<file path="src/hdl/i2csw_pkg.sv">
// constants, types and states shared by the four-channel switch
package i2csw_pkg;

  // clock and input filter timing
  localparam int MCLK_KHZ = 125000;
  localparam int SPIKE_NS = 50;
  // spikes up to this width are rejected, so round up
  localparam int FILT_CYC = (SPIKE_NS * MCLK_KHZ + 999999) / 1000000;

  // widths
  localparam int CHAN_NUM = 4;
  localparam int BYTE_BITS = 8;
  localparam int ADDR_HI_BITS = 5;

  // bit counter values
  localparam logic [3:0] BIT_CNT_ZERO = 4'h0;
  localparam logic [3:0] BIT_CNT_BYTE = 4'h8;

  // reset values
  localparam logic [3:0] CHAN_RESET = 4'h0;
  localparam logic [7:0] CTRL_RESET = 8'h00;
  localparam logic [7:0] SHIFT_RESET = 8'h00;

  // fixed upper address bits; the value is arbitrary
  localparam logic [4:0] ADDR_HI_DEFAULT = 5'h1C;

  // synchronised pin bundle, idle value is all ones
  typedef struct packed {
    logic reset_n;
    logic addr_high;
    logic addr_low;
    logic [3:0] irq_n;
    logic sda;
    logic scl;
  } i2csw_pins_t;

  localparam int PINS_W = $bits(i2csw_pins_t);
  // fill every bit, the four interrupt bits included, so no false interrupt follows reset
  localparam i2csw_pins_t PINS_IDLE = '1;

  // bus protocol states
  typedef enum logic [2:0] {
    I2CSW_IDLE = 3'b000,
    I2CSW_ADDR = 3'b001,
    I2CSW_ADDR_ACK = 3'b010,
    I2CSW_WRITE = 3'b011,
    I2CSW_WRITE_ACK = 3'b100,
    I2CSW_READ = 3'b101,
    I2CSW_READ_ACK = 3'b110,
    I2CSW_IGNORE = 3'b111
  } i2csw_state_t;

endpackage : i2csw_pkg

</file>
<file path="src/hdl/i2csw_sync_filter.sv">
// two-stage synchroniser with spike filter for each asynchronous pin
`timescale 1ns/1ps
module i2csw_sync_filter #(
  parameter int WIDTH = 9,
  parameter int FILT_CYC = 7,
  parameter logic [WIDTH-1:0] IDLE_VAL = '1
) (
  // clock and reset
  input wire logic mclk,
  input wire logic rst,
  // raw pins and filtered levels
  input wire logic [WIDTH-1:0] pin_in,
  output logic [WIDTH-1:0] pin_out
);

  localparam int CW = $clog2(FILT_CYC + 1);
  localparam logic [CW-1:0] CNT_LAST = CW'(FILT_CYC - 1);

  genvar i;
  generate
    for (i = 0; i < WIDTH; i++)
    begin : g_bit
      logic meta_reg;
      logic sync_reg;
      logic [CW-1:0] cnt_reg;

      // plain two flip-flop synchroniser, first stage read only by the second
      always_ff @(posedge mclk or posedge rst)
      begin
        if (rst)
        begin
          meta_reg <= IDLE_VAL[i];
          sync_reg <= IDLE_VAL[i];
        end
        else
        begin
          meta_reg <= pin_in[i];
          sync_reg <= meta_reg;
        end
      end

      // a new level must persist for the full spike window before it is taken
      always_ff @(posedge mclk or posedge rst)
      begin
        if (rst)
        begin
          cnt_reg <= '0;
          pin_out[i] <= IDLE_VAL[i];
        end
        else if (sync_reg == pin_out[i])
          cnt_reg <= '0;
        else if (cnt_reg == CNT_LAST)
        begin
          cnt_reg <= '0;
          pin_out[i] <= sync_reg;
        end
        else
          cnt_reg <= cnt_reg + 1'b1;
      end
    end
  endgenerate

endmodule : i2csw_sync_filter

</file>
<file path="src/hdl/i2csw_top.sv">
// bus target and channel select logic of the four-channel switch
//
// Behaviour
// One upstream clock and data pair is routed to up to four downstream channels.
// Any single channel or any mix of channels may be connected as the control byte says.
// Four active-low interrupt inputs exist, one per downstream channel.
// The interrupt output is the AND of the four active-low inputs, low when any is low.
// Holding the reset pin low sends the bus machine idle and disconnects every channel.
// Power-on reset does the same as the reset pin.
// Two address pins form the low address bits so four switches can share one bus.
// Bus clocks from zero up to 400 kHz work, and the master stays within that rate.
// Control bits 3 to 0 enable channels 3 to 0 and bits 7 to 4 are ignored.
// A newly written selection takes effect only at the next STOP on the bus.
// Of several written bytes the last one is kept, and a read returns the selection.
// After reset the control value is all zeros, so no channel is selected.
// Each unselected channel stays isolated, shown as one enable output per channel.
`timescale 1ns/1ps
module i2csw_top #(
  parameter logic [4:0] ADDR_HI = i2csw_pkg::ADDR_HI_DEFAULT
) (
  // clock and power-on reset
  input wire logic mclk,
  input wire logic rst,
  // upstream bus, data is open-drain
  input wire logic scl_in,
  input wire logic sda_in,
  output logic sda_out,
  output logic sda_oe,
  // reset and address pins
  input wire logic reset_in_n,
  input wire logic addr_pin_low,
  input wire logic addr_pin_high,
  // downstream interrupts
  input wire logic chan0_irq_in_n,
  input wire logic chan1_irq_in_n,
  input wire logic chan2_irq_in_n,
  input wire logic chan3_irq_in_n,
  output logic irq_out_n,
  // downstream pass-gate enables
  output logic [3:0] chan_en
);

  i2csw_pkg::i2csw_pins_t raw_pins;
  i2csw_pkg::i2csw_pins_t pins;
  i2csw_pkg::i2csw_state_t state_reg;
  logic scl_d_reg;
  logic sda_d_reg;
  logic scl_rise;
  logic scl_fall;
  logic start_cond;
  logic stop_cond;
  logic soft_rst;
  logic [3:0] bit_cnt_reg;
  logic [7:0] shift_reg;
  logic [3:0] pend_reg;
  logic pend_valid_reg;
  logic rw_reg;
  logic nack_reg;
  logic [6:0] my_addr;

  // gather the asynchronous pins into one bundle
  assign raw_pins.reset_n = reset_in_n;
  assign raw_pins.addr_high = addr_pin_high;
  assign raw_pins.addr_low = addr_pin_low;
  assign raw_pins.irq_n = {chan3_irq_in_n, chan2_irq_in_n, chan1_irq_in_n, chan0_irq_in_n};
  assign raw_pins.sda = sda_in;
  assign raw_pins.scl = scl_in;

  // every pin is synchronised and spike filtered before use
  i2csw_sync_filter #(
    .WIDTH(i2csw_pkg::PINS_W),
    .FILT_CYC(i2csw_pkg::FILT_CYC),
    .IDLE_VAL(i2csw_pkg::PINS_IDLE)
  ) u_sync (
    .mclk(mclk),
    .rst(rst),
    .pin_in(raw_pins),
    .pin_out(pins)
  );

  // the pin reset acts through the synchroniser, so it needs a few cycles low
  assign soft_rst = ~pins.reset_n;
  assign my_addr = {ADDR_HI, pins.addr_high, pins.addr_low};

  // bus events; 125 MHz oversampling covers the full 0 to 400 kHz range
  assign scl_rise = pins.scl & ~scl_d_reg;
  assign scl_fall = ~pins.scl & scl_d_reg;
  assign start_cond = scl_d_reg & pins.scl & sda_d_reg & ~pins.sda;
  assign stop_cond = scl_d_reg & pins.scl & ~sda_d_reg & pins.sda;

  // delayed copies for edge detection
  always_ff @(posedge mclk or posedge rst)
  begin
    if (rst)
    begin
      scl_d_reg <= 1'b1;
      sda_d_reg <= 1'b1;
    end
    else
    begin
      scl_d_reg <= pins.scl;
      sda_d_reg <= pins.sda;
    end
  end

  // interrupt output is a registered wired-AND of the inputs
  always_ff @(posedge mclk or posedge rst)
  begin
    if (rst)
      irq_out_n <= 1'b1;
    else
      irq_out_n <= &pins.irq_n;
  end

  // the switch itself never drives data high
  always_ff @(posedge mclk or posedge rst)
  begin
    if (rst)
      sda_out <= 1'b0;
    else
      sda_out <= 1'b0;
  end

  // bus protocol state, bit counter and shifter
  always_ff @(posedge mclk or posedge rst)
  begin
    if (rst)
    begin
      state_reg <= i2csw_pkg::I2CSW_IDLE;
      bit_cnt_reg <= i2csw_pkg::BIT_CNT_ZERO;
      shift_reg <= i2csw_pkg::SHIFT_RESET;
      rw_reg <= 1'b0;
      nack_reg <= 1'b0;
      sda_oe <= 1'b0;
    end
    else if (soft_rst)
    begin
      state_reg <= i2csw_pkg::I2CSW_IDLE;
      bit_cnt_reg <= i2csw_pkg::BIT_CNT_ZERO;
      sda_oe <= 1'b0;
    end
    else if (stop_cond)
    begin
      state_reg <= i2csw_pkg::I2CSW_IDLE;
      sda_oe <= 1'b0;
    end
    else if (start_cond)
    begin
      // a repeated start also lands here
      state_reg <= i2csw_pkg::I2CSW_ADDR;
      bit_cnt_reg <= i2csw_pkg::BIT_CNT_ZERO;
      sda_oe <= 1'b0;
    end
    else
    begin
      case (state_reg)
        i2csw_pkg::I2CSW_ADDR, i2csw_pkg::I2CSW_WRITE:
        begin
          if (scl_rise)
          begin
            shift_reg <= {shift_reg[6:0], pins.sda};
            bit_cnt_reg <= bit_cnt_reg + 1'b1;
          end
          else if (scl_fall && bit_cnt_reg == i2csw_pkg::BIT_CNT_BYTE)
          begin
            bit_cnt_reg <= i2csw_pkg::BIT_CNT_ZERO;
            if (state_reg == i2csw_pkg::I2CSW_WRITE)
            begin
              sda_oe <= 1'b1;
              state_reg <= i2csw_pkg::I2CSW_WRITE_ACK;
            end
            else if (shift_reg[7:1] == my_addr)
            begin
              rw_reg <= shift_reg[0];
              sda_oe <= 1'b1;
              state_reg <= i2csw_pkg::I2CSW_ADDR_ACK;
            end
            else
              state_reg <= i2csw_pkg::I2CSW_IGNORE;
          end
        end
        i2csw_pkg::I2CSW_ADDR_ACK:
        begin
          if (scl_fall)
          begin
            if (rw_reg)
            begin
              // read byte is {0000, selection}; its msb is zero, so the first bit pulls low
              shift_reg <= {3'h0, chan_en, 1'b0};
              sda_oe <= 1'b1;
              bit_cnt_reg <= i2csw_pkg::BIT_CNT_ZERO;
              state_reg <= i2csw_pkg::I2CSW_READ;
            end
            else
            begin
              sda_oe <= 1'b0;
              state_reg <= i2csw_pkg::I2CSW_WRITE;
            end
          end
        end
        i2csw_pkg::I2CSW_WRITE_ACK:
        begin
          if (scl_fall)
          begin
            sda_oe <= 1'b0;
            state_reg <= i2csw_pkg::I2CSW_WRITE;
          end
        end
        i2csw_pkg::I2CSW_READ:
        begin
          if (scl_rise)
            bit_cnt_reg <= bit_cnt_reg + 1'b1;
          else if (scl_fall)
          begin
            if (bit_cnt_reg == i2csw_pkg::BIT_CNT_BYTE)
            begin
              sda_oe <= 1'b0;
              state_reg <= i2csw_pkg::I2CSW_READ_ACK;
            end
            else
            begin
              // open-drain: drive only for a zero bit
              sda_oe <= ~shift_reg[7];
              shift_reg <= {shift_reg[6:0], 1'b0};
            end
          end
        end
        i2csw_pkg::I2CSW_READ_ACK:
        begin
          if (scl_rise)
            nack_reg <= pins.sda;
          else if (scl_fall)
          begin
            bit_cnt_reg <= i2csw_pkg::BIT_CNT_ZERO;
            if (nack_reg)
              state_reg <= i2csw_pkg::I2CSW_IGNORE;
            else
            begin
              shift_reg <= {3'h0, chan_en, 1'b0};
              sda_oe <= 1'b1;
              state_reg <= i2csw_pkg::I2CSW_READ;
            end
          end
        end
        i2csw_pkg::I2CSW_IDLE, i2csw_pkg::I2CSW_IGNORE:
          sda_oe <= 1'b0;
        default:
        begin
          sda_oe <= 1'b0;
          state_reg <= i2csw_pkg::I2CSW_IDLE;
        end
      endcase
    end
  end

  // pending selection; each new byte overwrites the last
  always_ff @(posedge mclk or posedge rst)
  begin
    if (rst)
    begin
      pend_reg <= i2csw_pkg::CHAN_RESET;
      pend_valid_reg <= 1'b0;
    end
    else if (soft_rst)
    begin
      pend_reg <= i2csw_pkg::CHAN_RESET;
      pend_valid_reg <= 1'b0;
    end
    else if (stop_cond)
      pend_valid_reg <= 1'b0;
    else if (state_reg == i2csw_pkg::I2CSW_WRITE && scl_fall &&
             bit_cnt_reg == i2csw_pkg::BIT_CNT_BYTE)
    begin
      pend_reg <= shift_reg[3:0];
      pend_valid_reg <= 1'b1;
    end
  end

  // active selection drives one pass-gate enable per channel
  always_ff @(posedge mclk or posedge rst)
  begin
    if (rst)
      chan_en <= i2csw_pkg::CTRL_RESET[3:0];
    else if (soft_rst)
      chan_en <= i2csw_pkg::CTRL_RESET[3:0];
    else if (stop_cond && pend_valid_reg)
      chan_en <= pend_reg;
  end

endmodule : i2csw_top

</file>
<file path="config.mk">
export PLATFORM = sky130hd
export DESIGN_NAME = i2csw_top
export DESIGN_NICKNAME = d
export VERILOG_FILES = /design/src/hdl/i2csw_pkg.sv /design/src/hdl/i2csw_sync_filter.sv /design/src/hdl/i2csw_top.sv
export SDC_FILE = /design/constraint.sdc
export NUM_CORES = 1
export LEC_CHECK = 0
export BUFFER_PORTS_ARGS = -buffer_cell sky130_fd_sc_hd__buf_2
export CAP_MARGIN = 20
export CORE_MARGIN = 2
export CORE_UTILIZATION = 40
export CTS_BUF_LIST = sky130_fd_sc_hd__clkbuf_8
export CTS_CLUSTER_SIZE = 8
export DETAILED_ROUTE_END_ITERATION = 16
export PLACE_DENSITY = 0.59
export SYNTH_ARGS = -nofsm -noshare
export SYNTH_HDL_FRONTEND = slang
export SYNTH_SLANG_ARGS = --single-unit
</file>
<file path="constraint.sdc">
create_clock -name mclk -period 2.9 [get_ports mclk]
set_input_delay 0 -clock mclk [delete_from_list [all_inputs] [get_ports mclk]]
set_output_delay 0 -clock mclk [all_outputs]
set_load 0.05 [all_outputs]
</file>
# After elaboration in Yosys (flattened, before gate mapping)
# Cells that the tools add are included.
# Widths: inputs -> output; s select.
dict set report op_classes {
  mux 81
  addsub 10
  n_reduce_logical 25
  n_bitwise 25
  n_eq_ne 59
}
# operator count
set ops {}
lappend ops {{$mux 3} 33}
lappend ops {{$mux 8} 9}
lappend ops {{$mux 4} 15}
lappend ops {{$ne 5x5->1 const B} 11}
lappend ops {{$eq 3x3->1 const B} 13}
lappend ops {{$pmux 8 s4} 1}
lappend ops {{$add 3x1->3 const B} 9}
lappend ops {{$ne 2x2->1 const B} 12}
lappend ops {{$ne 4x4->1 const B} 5}
lappend ops {{$reduce_and 10->1} 2}
lappend ops {{$reduce_and 2->1} 10}
lappend ops {{$mux 1} 19}
lappend ops {{$not 1->1} 18}
lappend ops {{$pmux 4 s4} 1}
lappend ops {{$reduce_and 8->1} 2}
lappend ops {{$pmux 3 s5} 1}
lappend ops {{$reduce_and 13->1} 1}
lappend ops {{$ne 6x6->1 const B} 2}
lappend ops {{$eq 1x1->1} 9}
lappend ops {{$ne 8x8->1 const B} 1}
lappend ops {{$and 1x1->1} 7}
lappend ops {{$eq 7x7->1} 1}
lappend ops {{$eq 3x2->1 const B} 2}
lappend ops {{$pmux 1 s6} 1}
lappend ops {{11 further kinds} 15}
dict set report word_totals {
  out_inout_bits 7
  register_bits 84
}

# Depth between registers and ports, before layout
# Gate-level depths: netlist (run 1).
dict set report logic_depth {
  ltp_word 9
  depth_mapped 7
  mapped_depth_nobuf 7
}

# Hierarchy
# A second synthesis (run 1) with hierarchy kept.
dict set report unflattened {
  hier_cells 341
  hier_area_um2 3807.4
}
# module instances area_per_inst_um2 cells_each
set modules_own_cells {}
lappend modules_own_cells {i2csw_sync_filter 1 2053.2 145}
lappend modules_own_cells {i2csw_top 1 1754.2 196}

# Least setup slack after synthesis (run 1)
# Ideal clock, no wire load.
dict set report synth_path {
  path_type {reg2reg}
  startpoint {register u_sync.pin_out[1]}
  endpoint {register shift_reg[3]}
  n_path_buf 1
  arrival_time_ps 1669
  setup_slack_ps 1106
  setup_ps 125
  period_less_slack_ps 1794
  stages_incl_launch_ff 7
  path_cell_list {dfstp_2 -> buf_4 -> xnor2_2 -> o21a_2 -> o211ai_2 -> a21oi_4 -> mux2_4}
}
dict set report synth_via {
  elab_chain_cells 4
  elab_cells_between_ends 6
}
# item line_no
set synth_rtl {}
lappend synth_rtl {{from (decl)} i2csw_sync_filter.sv:13} ;# output logic [WIDTH-1:0] pin_out
lappend synth_rtl {{from (signal, indexed assignment)} i2csw_sync_filter.sv:48} ;# pin_out[i] <= IDLE_VAL[i];
lappend synth_rtl {{from (signal, indexed assignment)} i2csw_sync_filter.sv:55} ;# pin_out[i] <= sync_reg;
lappend synth_rtl {{$not 1->1} i2csw_top.sv:88} ;# assign start_cond = scl_d_reg & pins.scl & sda_d_reg & ~pins.sda;
lappend synth_rtl {{$and 1x1->1} i2csw_top.sv:88}
lappend synth_rtl {{$not 1->1 (no line)} -}
lappend synth_rtl {{$reduce_and 13->1 (no line) *} -}
lappend synth_rtl {{to (signal assigned)} i2csw_top.sv:131} ;# shift_reg <= i2csw_pkg::SHIFT_RESET;
lappend synth_rtl {{to (signal assigned)} i2csw_top.sv:161} ;# shift_reg <= {shift_reg[6:0], pins.sda};
lappend synth_rtl {{to (signal assigned)} i2csw_top.sv:189} ;# shift_reg <= {3'h0, chan_en, 1'b0};
lappend synth_rtl {{to (decl)} i2csw_top.sv:54} ;# logic [7:0] shift_reg;
# Every way passes the cells marked *; elsewhere a longest branch is shown, timed or not.
# A chain may end at the register's enable or synchronous reset.

# Final worst setup path (run 1)
dict set report layout_path {
  startpoint {register state_reg[0]}
  endpoint {register bit_cnt_reg[3]}
}
dict set report layout_via {
  elab_chain_cells 6
  elab_cells_between_ends 18
}
# item line_no
set layout_rtl {}
lappend layout_rtl {{from (decl)} i2csw_top.sv:45} ;# i2csw_pkg::i2csw_state_t state_reg;
lappend layout_rtl {{from (signal assigned)} i2csw_top.sv:129} ;# state_reg <= i2csw_pkg::I2CSW_IDLE;
lappend layout_rtl {{from (signal assigned)} i2csw_top.sv:138} ;# state_reg <= i2csw_pkg::I2CSW_IDLE;
lappend layout_rtl {{from (signal assigned)} i2csw_top.sv:144} ;# state_reg <= i2csw_pkg::I2CSW_IDLE;
lappend layout_rtl {{$eq 3x2->1 / $eq 3x1->1 (equally long branches)} i2csw_top.sv:156} ;# case (state_reg)
lappend layout_rtl {{$reduce_or 2->1} i2csw_top.sv:156}
lappend layout_rtl {{$pmux 4 s4} i2csw_top.sv:156}
lappend layout_rtl {{$mux 4} i2csw_top.sv:147} ;# else if (start_cond)
lappend layout_rtl {{$mux 4} i2csw_top.sv:142} ;# else if (stop_cond)
lappend layout_rtl {{$mux 4} i2csw_top.sv:136} ;# else if (soft_rst)
lappend layout_rtl {{to (signal assigned)} i2csw_top.sv:139} ;# bit_cnt_reg <= i2csw_pkg::BIT_CNT_ZERO;
lappend layout_rtl {{to (signal assigned)} i2csw_top.sv:151} ;# bit_cnt_reg <= i2csw_pkg::BIT_CNT_ZERO;
lappend layout_rtl {{to (signal assigned)} i2csw_top.sv:162} ;# bit_cnt_reg <= bit_cnt_reg + 1'b1;
lappend layout_rtl {{to (decl)} i2csw_top.sv:53} ;# logic [3:0] bit_cnt_reg;
# Parallel ways exist; a longest one is shown, timed or not. The select of a mux whose other input is x is not followed.

==> results.toml, run 1 <==
[placement]
port_buffers = 16
post-place-ws_ns = 0.941
dp_cells = 502
dp_hpwl_mm = 4.70
gp_congestion = 0.766

[synthesis]
ys_warn_count = 0
ys_ff_latch = 84
syn_area_um2 = 3980
ys_seq_area_share_pct = 53.7
post_synth_num_cell_types = 61
synth_xor_area_share_pct = 3.05
syn_area_per_cell_um2 = 11.0
synth_top_family_by_area = "simple AND/OR/NAND/NOR gates"
synthFlopType = "dfrtp_1"
synthAdderAreaFrac_pct = 0.628
synth_edf_count = 0
async_flop_share_pct = 100
postSynthCellCount = 363
synthMuxAreaShare_pct = 9.39
synthSimpleGateAreaFrac_pct = 19.9
synth_compound_area_share_pct = 10.0
synth_nets = 376

[final_layout]
final_cells = 528
finalNetCount = 403
antenna_cells = 0
final_cell_mix = "dfrtp_1, nand2_1, nor2_1"
drive_gt1_share_pct = 25.6
nFillCells = 950
largest_register_ffs = 27
layout_commonest_cell = "dfrtp_1"
area_growth_pct = 12.1

[timing]
whs_ns = 0.180
setup_violations = 0
hold_viol = 0
drv_slew = 0
slew_headroom_pct = 59.8
finalClockSkew_ns = 0.0136
worst_slew_pin_slew_ns = 0.603
max_freq_ghz = 0.508
setup_tns_ns = 0
rsz0062_at_grt = "false"
final.min_clock_period_ns = 1.97
finalCritPeriodShare_pct = 67.9
fin_ws_ns = 0.930

[power_and_ir_drop]
pwr-share-comb_pct = 24.1
p_switching_w = 0.00113
powerDensity_nw_per_um2 = 737
clkPwrFrac_pct = 23.3
vdd_drop_max_mv = 0.337
sequentialPowerShare_pct = 52.6
p_sw_share_pct = 34.3
total_power_w = 0.00329
internal_power_w = 0.00216
p_leak_nw = 1.82

[cts]
numCtsBuffers = 9
cts.path.max_buffers = 2
htreeDepth = 3
cts-root-buf = "clkbuf_8"
post_cts_resized = 0
insertion_delay_ns = 0.36
cts.sinks = 84
cts.clk_slew.worst_paths_ns = 0.09
cts_tree = "yes"

[detailed_routing]
viasPerCell = 5.04
wl_per_cell_um = 13.3
vias = 2661
drt-total-wl_mm = 7.04
drc = 0
first_iter_violations = 91
antenna_left = 0
dr.pass1.iters = 5

[floorplanning]
fp.dieH_um = 104
core-area_um2 = 9730
rows = 36
die_x_um = 104
dieArea_um2 = 10800
initial_utilization_pct = 40.9
io_pins = 18

[worst_setup_path]
cp-end-kind = "flip-flop"
cp-endpoint = "bit_cnt_reg[3]"
path_max_fanout = 21
worstPathArrival_ns = 2.21
crit_chain = "nand2b_2 > o31ai_1 > o32a_4 > a21boi_0 > o21ai_1"
max_stage_delay_ns = 0.60
r2r_slack_ns = 0.93
worstSetupPathType = "flip-flop to flip-flop"
startpoint = "state_reg[0]"
r2r_cells = 5
cp.required_ns = 3.14
crit_slowest_cell = "dfrtp_1"
r2r-end = "bit_cnt_reg[3]"
rr_startpoint = "state_reg[0]"
start_kind = "flip-flop"

[grt]
use_met3_pct = 4.72
gr-max-usage-layer = "met2"
grt_use_met2_pct = 22.5
grt-ovfl-total = 0
grt_usage_pct = 14.2
grt_util_met1_pct = 18.6
antenna_found_initial = 0
grt_pass1_vias = 2644
grt_pass1_wl_mm = 12.4
grt_max_degree = 60

[run_status]
status = "finished clean"

[hold_path]
hp-class = "input pin to asynchronous set/reset pin"

[job]
maxCapViolations = 0
[worst min-delay path by stage]
| stage | cells past startpoint | to | slack, ns | startpoint |
|---|---|---|---|---|
| 3_5_place_dp | 2 | chan_en[2] | 0.03 | rst |
| 5_1_grt | 3 | shift_reg[3] | 0.20 | rst |
| 6_report | 3 | shift_reg[0] | 0.18 | rst |
| 3_3_place_gp | 2 | u_sync.g_bit[6].cnt_reg[2] | 0.02 | rst |
| 4_1_cts | 3 | shift_reg[0] | 0.17 | rst |
| 2_1_floorplan | 0 | u_sync.g_bit[0].meta_reg | 0.004 | scl_in |
[power groups by stage]
stage | combinational [W] | sequential (W) | clock (W)
final | 0.000792 | 0.00173 | 0.000768
after global routing | 0.000889 | 0.00178 | 0.000859
after CTS | 0.000798 | 0.00173 | 0.000808
after detailed placement | 0.000786 | 0.00175 | 0
after global placement | 0.000761 | 0.00173 | 0
after floorplan | 0.000760 | 0.00162 | 0
[per-layer routing]
| layer | wire length (um) | vias to the layer above |
|---|---|---|
| met5 | 0 | - |
| met3 | 352 | 9 |
| met1 | 3330 | 1294 |
| met4 | 116 | 0 |
| met2 | 3240 | 54 |
| li1 | - | 1304 |
[layout make-up]
cell class / instances / area (um^2) / area share, %
inverters: 15 / 57.6 / 1.29
clock inverters: 5 / 26.3 / 0.589
flip-flops and latches: 84 / 2140 / 47.9
multi-input cells: 252 / 1720 / 38.4
repair buffers: 28 / 208 / 4.65
well taps: 133 / 166 / 3.73
clock buffers: 11 / 151 / 3.39
[through the flow]
step                      instance area (um^2)  util [%]
after floorplan                           3980         -
after global placement                    4190      43.0
after detailed placement                  4190      43.0
after CTS                                 4460      45.9
after global routing                      4460      45.9
final                                     4460      45.9
[Yosys cell counts, types with 8 or more instances]
cell      instances  share of area (%)
dfrtp_1          54                 34
nand2_1          47                4.4
nor2_1           34                3.2
dfstp_2          30                 20
a21oi_1          24                3.0
inv_1            13                1.2
mux2i_1          13                3.3
nand3_1          11                1.4
mux2_2           10                2.8
nand3b_1         10                1.9
nor3_1            9                1.1
xnor2_1           9                2.0
mux2_4            8                3.0
nand2b_1          8                1.3
[critical path: cells and delay by family (launching register included)]
kind / cells / cell delay (ns)
AO/OA/AOI/OAI: 4 / 0.84
flip-flops: 1 / 0.60
AND/OR/NAND/NOR: 1 / 0.41
[kinds of logic after synthesis]
family / after synthesis
and+or+nand+nor: 149
DFF: 84
AOI/OAI and AO/OA: 55
muxes: 32
buffers and inverters: 27
xor gates and xnor gates: 13
adders and majority gates: 2
other: 1
[timing repair]
| action | CTS | global route |
|---|---|---|
| hold buffers | 10 | 0 |
| setup buffers | 0 | 0 |
| endpoints found under the hold margin | 34 | 0 |
Note: power is estimated with default switching activity, not from simulation.
==> inputs of run 2 (changes only) <==
Settings changed: PLACE_DENSITY 0.59 to 0.61.
Clock period 2.9 ns to 1.7 ns, I/O delays scaled along.
==> results.toml, run 2 (synthesis results as in run 1) <==
[run_status]
status = "finished with violations"
violations = "setup timing"

[power_and_ir_drop]
sequentialPowerShare_pct = 45.1
p_sw_share_pct = 34.5
p_leak_nw = 2.13
internal_power_w = 0.00416
total_power_w = 0.00636
vdd_drop_max_mv = 0.705
powerDensity_nw_per_um2 = 1240
clkPwrFrac_pct = 23.0
pwr-share-comb_pct = 31.8
p_switching_w = 0.00220

[final_layout]
layout_commonest_cell = "dfrtp_1"
nFillCells = 872
final_cell_mix = "dfrtp_1, nand2_1, buf_4"
antenna_cells = 0
largest_register_ffs = 27
finalNetCount = 456
area_growth_pct = 28.3
final_cells = 581
drive_gt1_share_pct = 41.1

[worst_setup_path]
start_kind = "flip-flop"
critPathTopFamily = "compound AO/OA/AOI/OAI gates"
critPathBufInv = 2
max_stage_delay_ns = 0.37
crit_chain = "inv_2 > ha_4 > and3b_2 > o211ai_2 > o211ai_2 > a21oi_4 > buf_12 > mux2_4"
cp.required_ns = 1.96
cp-end-kind = "flip-flop"
path_max_fanout = 7
cpMostUsedCell = "o211ai_2"
worstSetupPathType = "flip-flop to flip-flop"
crit_slowest_cell = "dfrtp_1"
worstPathArrival_ns = 2.05

[floorplanning]
dieArea_um2 = 10800
fp.dieH_um = 104
core-area_um2 = 9730
die_x_um = 104
rows = 36
initial_utilization_pct = 40.9
io_pins = 18

[grt]
antenna_found_initial = 0
grt_pass1_vias = 2918
grt-ovfl-total = 0
grt_usage_pct = 15.4
grt_pass1_wl_mm = 13.4
grt_max_degree = 76

[detailed_routing]
vias = 2874
wl_per_cell_um = 13.8
antenna_left = 0
dr.pass1.iters = 4
viasPerCell = 4.95
drc = 0
drt-total-wl_mm = 8.00
first_iter_violations = 56

[cts]
numCtsBuffers = 9
htreeDepth = 3
cts.path.max_buffers = 2
cts.sinks = 84
cts-root-buf = "clkbuf_8"
cts_tree = "yes"
cts.clk_slew.worst_paths_ns = 0.09
insertion_delay_ns = 0.36

[hold_path]
hp-class = "input pin to asynchronous set/reset pin"

[timing]
finalCritPeriodShare_pct = 105
final.min_clock_period_ns = 1.79
drv_slew = 0
finalClockSkew_ns = 0.00696
fin_ws_ns = -0.0876
whs_ns = 0.116
rsz0062_at_grt = "true"
setup_violations = 10
hold_viol = 0
max_freq_ghz = 0.559

[placement]
port_buffers = 16
dp_hpwl_mm = 5.29
dp_cells = 546
post-place-ws_ns = -0.0839
gp_congestion = 0.881

[job]
maxCapViolations = 0
-- run 2: cell types whose count changed in the layout (fill, tap and decap cells not counted), sizes merged --
cell | previous run | this run
buf | 18 | 71
clkbuf | 11 | 9
bufinv | 0 | 1
clkinvlp | 0 | 1
-- run 2: path summary, 6_finish.rpt --
path / start / to / slack (ns) / depth (start not counted)
min in group mclk: reset_in_n / u_sync.g_bit[8].meta_reg / 0.27 / 2
max: bit_cnt_reg[1] / shift_reg[7] / -0.09 / 8
min: rst / u_sync.g_bit[2].cnt_reg[1] / 0.12 / 3
max in group asynchronous: rst / sda_d_reg / 0.91 / 4
min reg2reg: u_sync.g_bit[3].meta_reg / u_sync.g_bit[3].sync_reg / 0.35 / 0
max reg2reg: bit_cnt_reg[1] / shift_reg[7] / -0.09 / 8
-- run 2: routing by layer --
metal  up-vias  wire length [um]  track usage, %
met5         -                 0               0
met4         0                92            5.12
met3         8               239            4.28
met2        31              4000            26.1
met1      1422              3670            18.9
li1       1413                 -               -
-- run 2: power by group through the flow --
| stage | logic [W] | registers [W] | clock network (W) |
|---|---|---|---|
| after floorplan | 0.00131 | 0.00276 | 0 |
| after global placement | 0.00175 | 0.00285 | 0 |
| after detailed placement | 0.00179 | 0.00289 | 0 |
| after CTS | 0.00186 | 0.00286 | 0.00151 |
| after global routing | 0.00222 | 0.00294 | 0.00157 |
| final | 0.00202 | 0.00287 | 0.00146 |
-- run 2: per-stage QoR --
| stage | cell area [um^2] | TNS, ns | utilization, % |
|---|---|---|---|
| after global placement | 4530 | -0.166 | 46.6 |
| after CTS | 4960 | -0.501 | 51.0 |
| after detailed placement | 4530 | -0.555 | 46.6 |
| after global routing | 5110 | -1.83 | 52.5 |
| after floorplan | 3990 | -0.549 | - |
| final | 5110 | -0.661 | 52.5 |
-- run 2: timing repair --
item,in CTS,in global routing
buffers inserted,6,5
pin swaps,8,11
gates resized for setup,18,25
hold buffers,10,0
endpoints found under the hold margin,69,0
setup endpoints to repair,21,26
-- run 2: final cells by class --
| type | instances | area, um^2 | area share, % |
|---|---|---|---|
| clock buffers | 9 | 124 | 2.42 |
| clock inverters | 7 | 73.8 | 1.44 |
| inverters | 15 | 60.1 | 1.17 |
| multi-input cells | 252 | 1900 | 37.1 |
| flip-flops and latches | 84 | 2140 | 41.9 |
| well taps | 133 | 166 | 3.26 |
| repair buffers | 81 | 653 | 12.8 |
-- run 2: worst register-to-register path, cell delays in order (launching register included) --
cell and delay, ns:
dfrtp_1 0.37, inv_2 0.05, ha_4 0.15, and3b_2 0.22
o211ai_2 0.17, o211ai_2 0.13, a21oi_4 0.15, buf_12 0.14
mux2_4 0.29
==> inputs of run 3 (changes only) <==
Settings changed: ABC_AREA from default to 0, CORE_ASPECT_RATIO from default to 0.8.
==> results.toml, run 3 (synthesis results as in run 1) <==
[run_status]
status = "finished with violations"
violations = "setup timing"

[cts]
cts.clk_slew.worst_paths_ns = 0.08
insertion_delay_ns = 0.36
numCtsBuffers = 9
cts-root-buf = "clkbuf_8"
cts_tree = "yes"
cts.sinks = 84
htreeDepth = 3
cts.path.max_buffers = 2

[grt]
grt_use_met2_pct = 22.7
grt_max_degree = 74
grt-ovfl-total = 0
gr-max-usage-layer = "met2"
grt_pass1_vias = 2855
grt_pass1_wl_mm = 13.1
antenna_found_initial = 0
grt_util_met1_pct = 21.2
grt_usage_pct = 15.6
use_met3_pct = 6.48

[timing]
final.min_clock_period_ns = 1.74
setup_tns_ns = -0.335
drv_slew = 0
fin_ws_ns = -0.0428
hold_viol = 0
rsz0062_at_grt = "true"
setup_violations = 12
whs_ns = 0.131
finalCritPeriodShare_pct = 103
finalClockSkew_ns = 0.00908
max_freq_ghz = 0.574

[power_and_ir_drop]
p_sw_share_pct = 33.3
powerDensity_nw_per_um2 = 1230
p_leak_nw = 2.12
internal_power_w = 0.00414
p_switching_w = 0.00206
pwr-share-comb_pct = 30.0
clkPwrFrac_pct = 23.9
sequentialPowerShare_pct = 46.2
vdd_drop_max_mv = 0.754

[floorplanning]
initial_utilization_pct = 41.3
dieArea_um2 = 10800
rows = 32
fp.dieH_um = 93.3
die_x_um = 116
io_pins = 18
core-area_um2 = 9650

[worst_setup_path]
start_kind = "flip-flop"
cp-end-kind = "flip-flop"
worstSetupPathType = "flip-flop to flip-flop"
worstPathArrival_ns = 1.99
r2r_cells = 8
cp.required_ns = 1.95
path_max_fanout = 7

[final_layout]
drive_gt1_share_pct = 39.3
final_cell_mix = "dfrtp_1, buf_4, nand2_1"
layout_commonest_cell = "dfrtp_1"
nFillCells = 860
finalNetCount = 456
largest_register_ffs = 27
finalCoreUtilization_pct = 52.1
antenna_cells = 0
final_cells = 584
area_growth_pct = 26.2

[placement]
dp_cells = 542
dp_hpwl_mm = 5.00
gp_congestion = 0.845
port_buffers = 16
post-place-ws_ns = -0.0872

[detailed_routing]
dr.pass1.iters = 4
vias = 2862
drc = 0
first_iter_violations = 131
viasPerCell = 4.90
drt-total-wl_mm = 7.43
wl_per_cell_um = 12.7
antenna_left = 0

[hold_path]
hp-class = "input pin to asynchronous set/reset pin"

[job]
maxCapViolations = 0
[run 3: cell count changes in the layout (fill, tap and decap cells not counted), sizes merged]
cell      delta
inv          -4
clkbuf       +2
clkinvlp     +2
[run 3: final cells by class]
type	count	area [um^2]	share of cell area, %
sequential	84	2140	42.6
multi-input combinational	252	1810	36.0
timing repair buffer	81	633	12.6
tap	136	170	3.38
clock buffer	11	151	3.01
inverter	15	63.8	1.27
clock inverter	5	60.1	1.19
[run 3: metal layers]
metal	share of wire (%)	vias to the layer above
met4	1.5	0
met3	4.7	12
met5	0	-
met1	50	1381
met2	44	49
li1	-	1420
[run 3: through the flow]
stage               instance area, um^2  power, W
CTS                                4940   0.00619
floorplan                          3990   0.00407
detailed placement                 4470   0.00461
finish                             5030   0.00620
global route                       5030   0.00662
global placement                   4470   0.00454
[run 3: path summary, 6_finish.rpt]
path	slack, ns	end	startpoint
max	-0.04	shift_reg[2]	bit_cnt_reg[0]
min	0.13	shift_reg[5]	rst
max reg2reg	-0.04	shift_reg[2]	bit_cnt_reg[0]
min reg2reg	0.36	u_sync.g_bit[8].sync_reg	u_sync.g_bit[8].meta_reg
max in group asynchronous	0.89	u_sync.pin_out[0]	rst
min in group mclk	0.27	u_sync.g_bit[1].meta_reg	sda_in
[run 3: power groups by stage]
stage          clock (W)  sequential, W  combinational (W)
6_report         0.00148        0.00286            0.00186
5_1_grt          0.00163        0.00293            0.00206
4_1_cts          0.00154        0.00286            0.00180
3_5_place_dp           0        0.00289            0.00171
3_3_place_gp           0        0.00287            0.00167
2_1_floorplan          0        0.00276            0.00131
[run 3: critical path, cell delays in order (launching register included)]
cell and delay (ns):
dfrtp_1 0.37, inv_2 0.04, ha_2 0.16, and3b_2 0.21, o211ai_2 0.15, o211ai_2 0.12
a21oi_4 0.15, buf_12 0.14, mux2_4 0.29
[run 3: timing repair]
item	CTS	global route
hold endpoints to repair	69	0
hold buffers	10	0
setup buffers	13	3
pin swaps	3	6
endpoints found under the setup margin	18	26
resized for setup	14	17
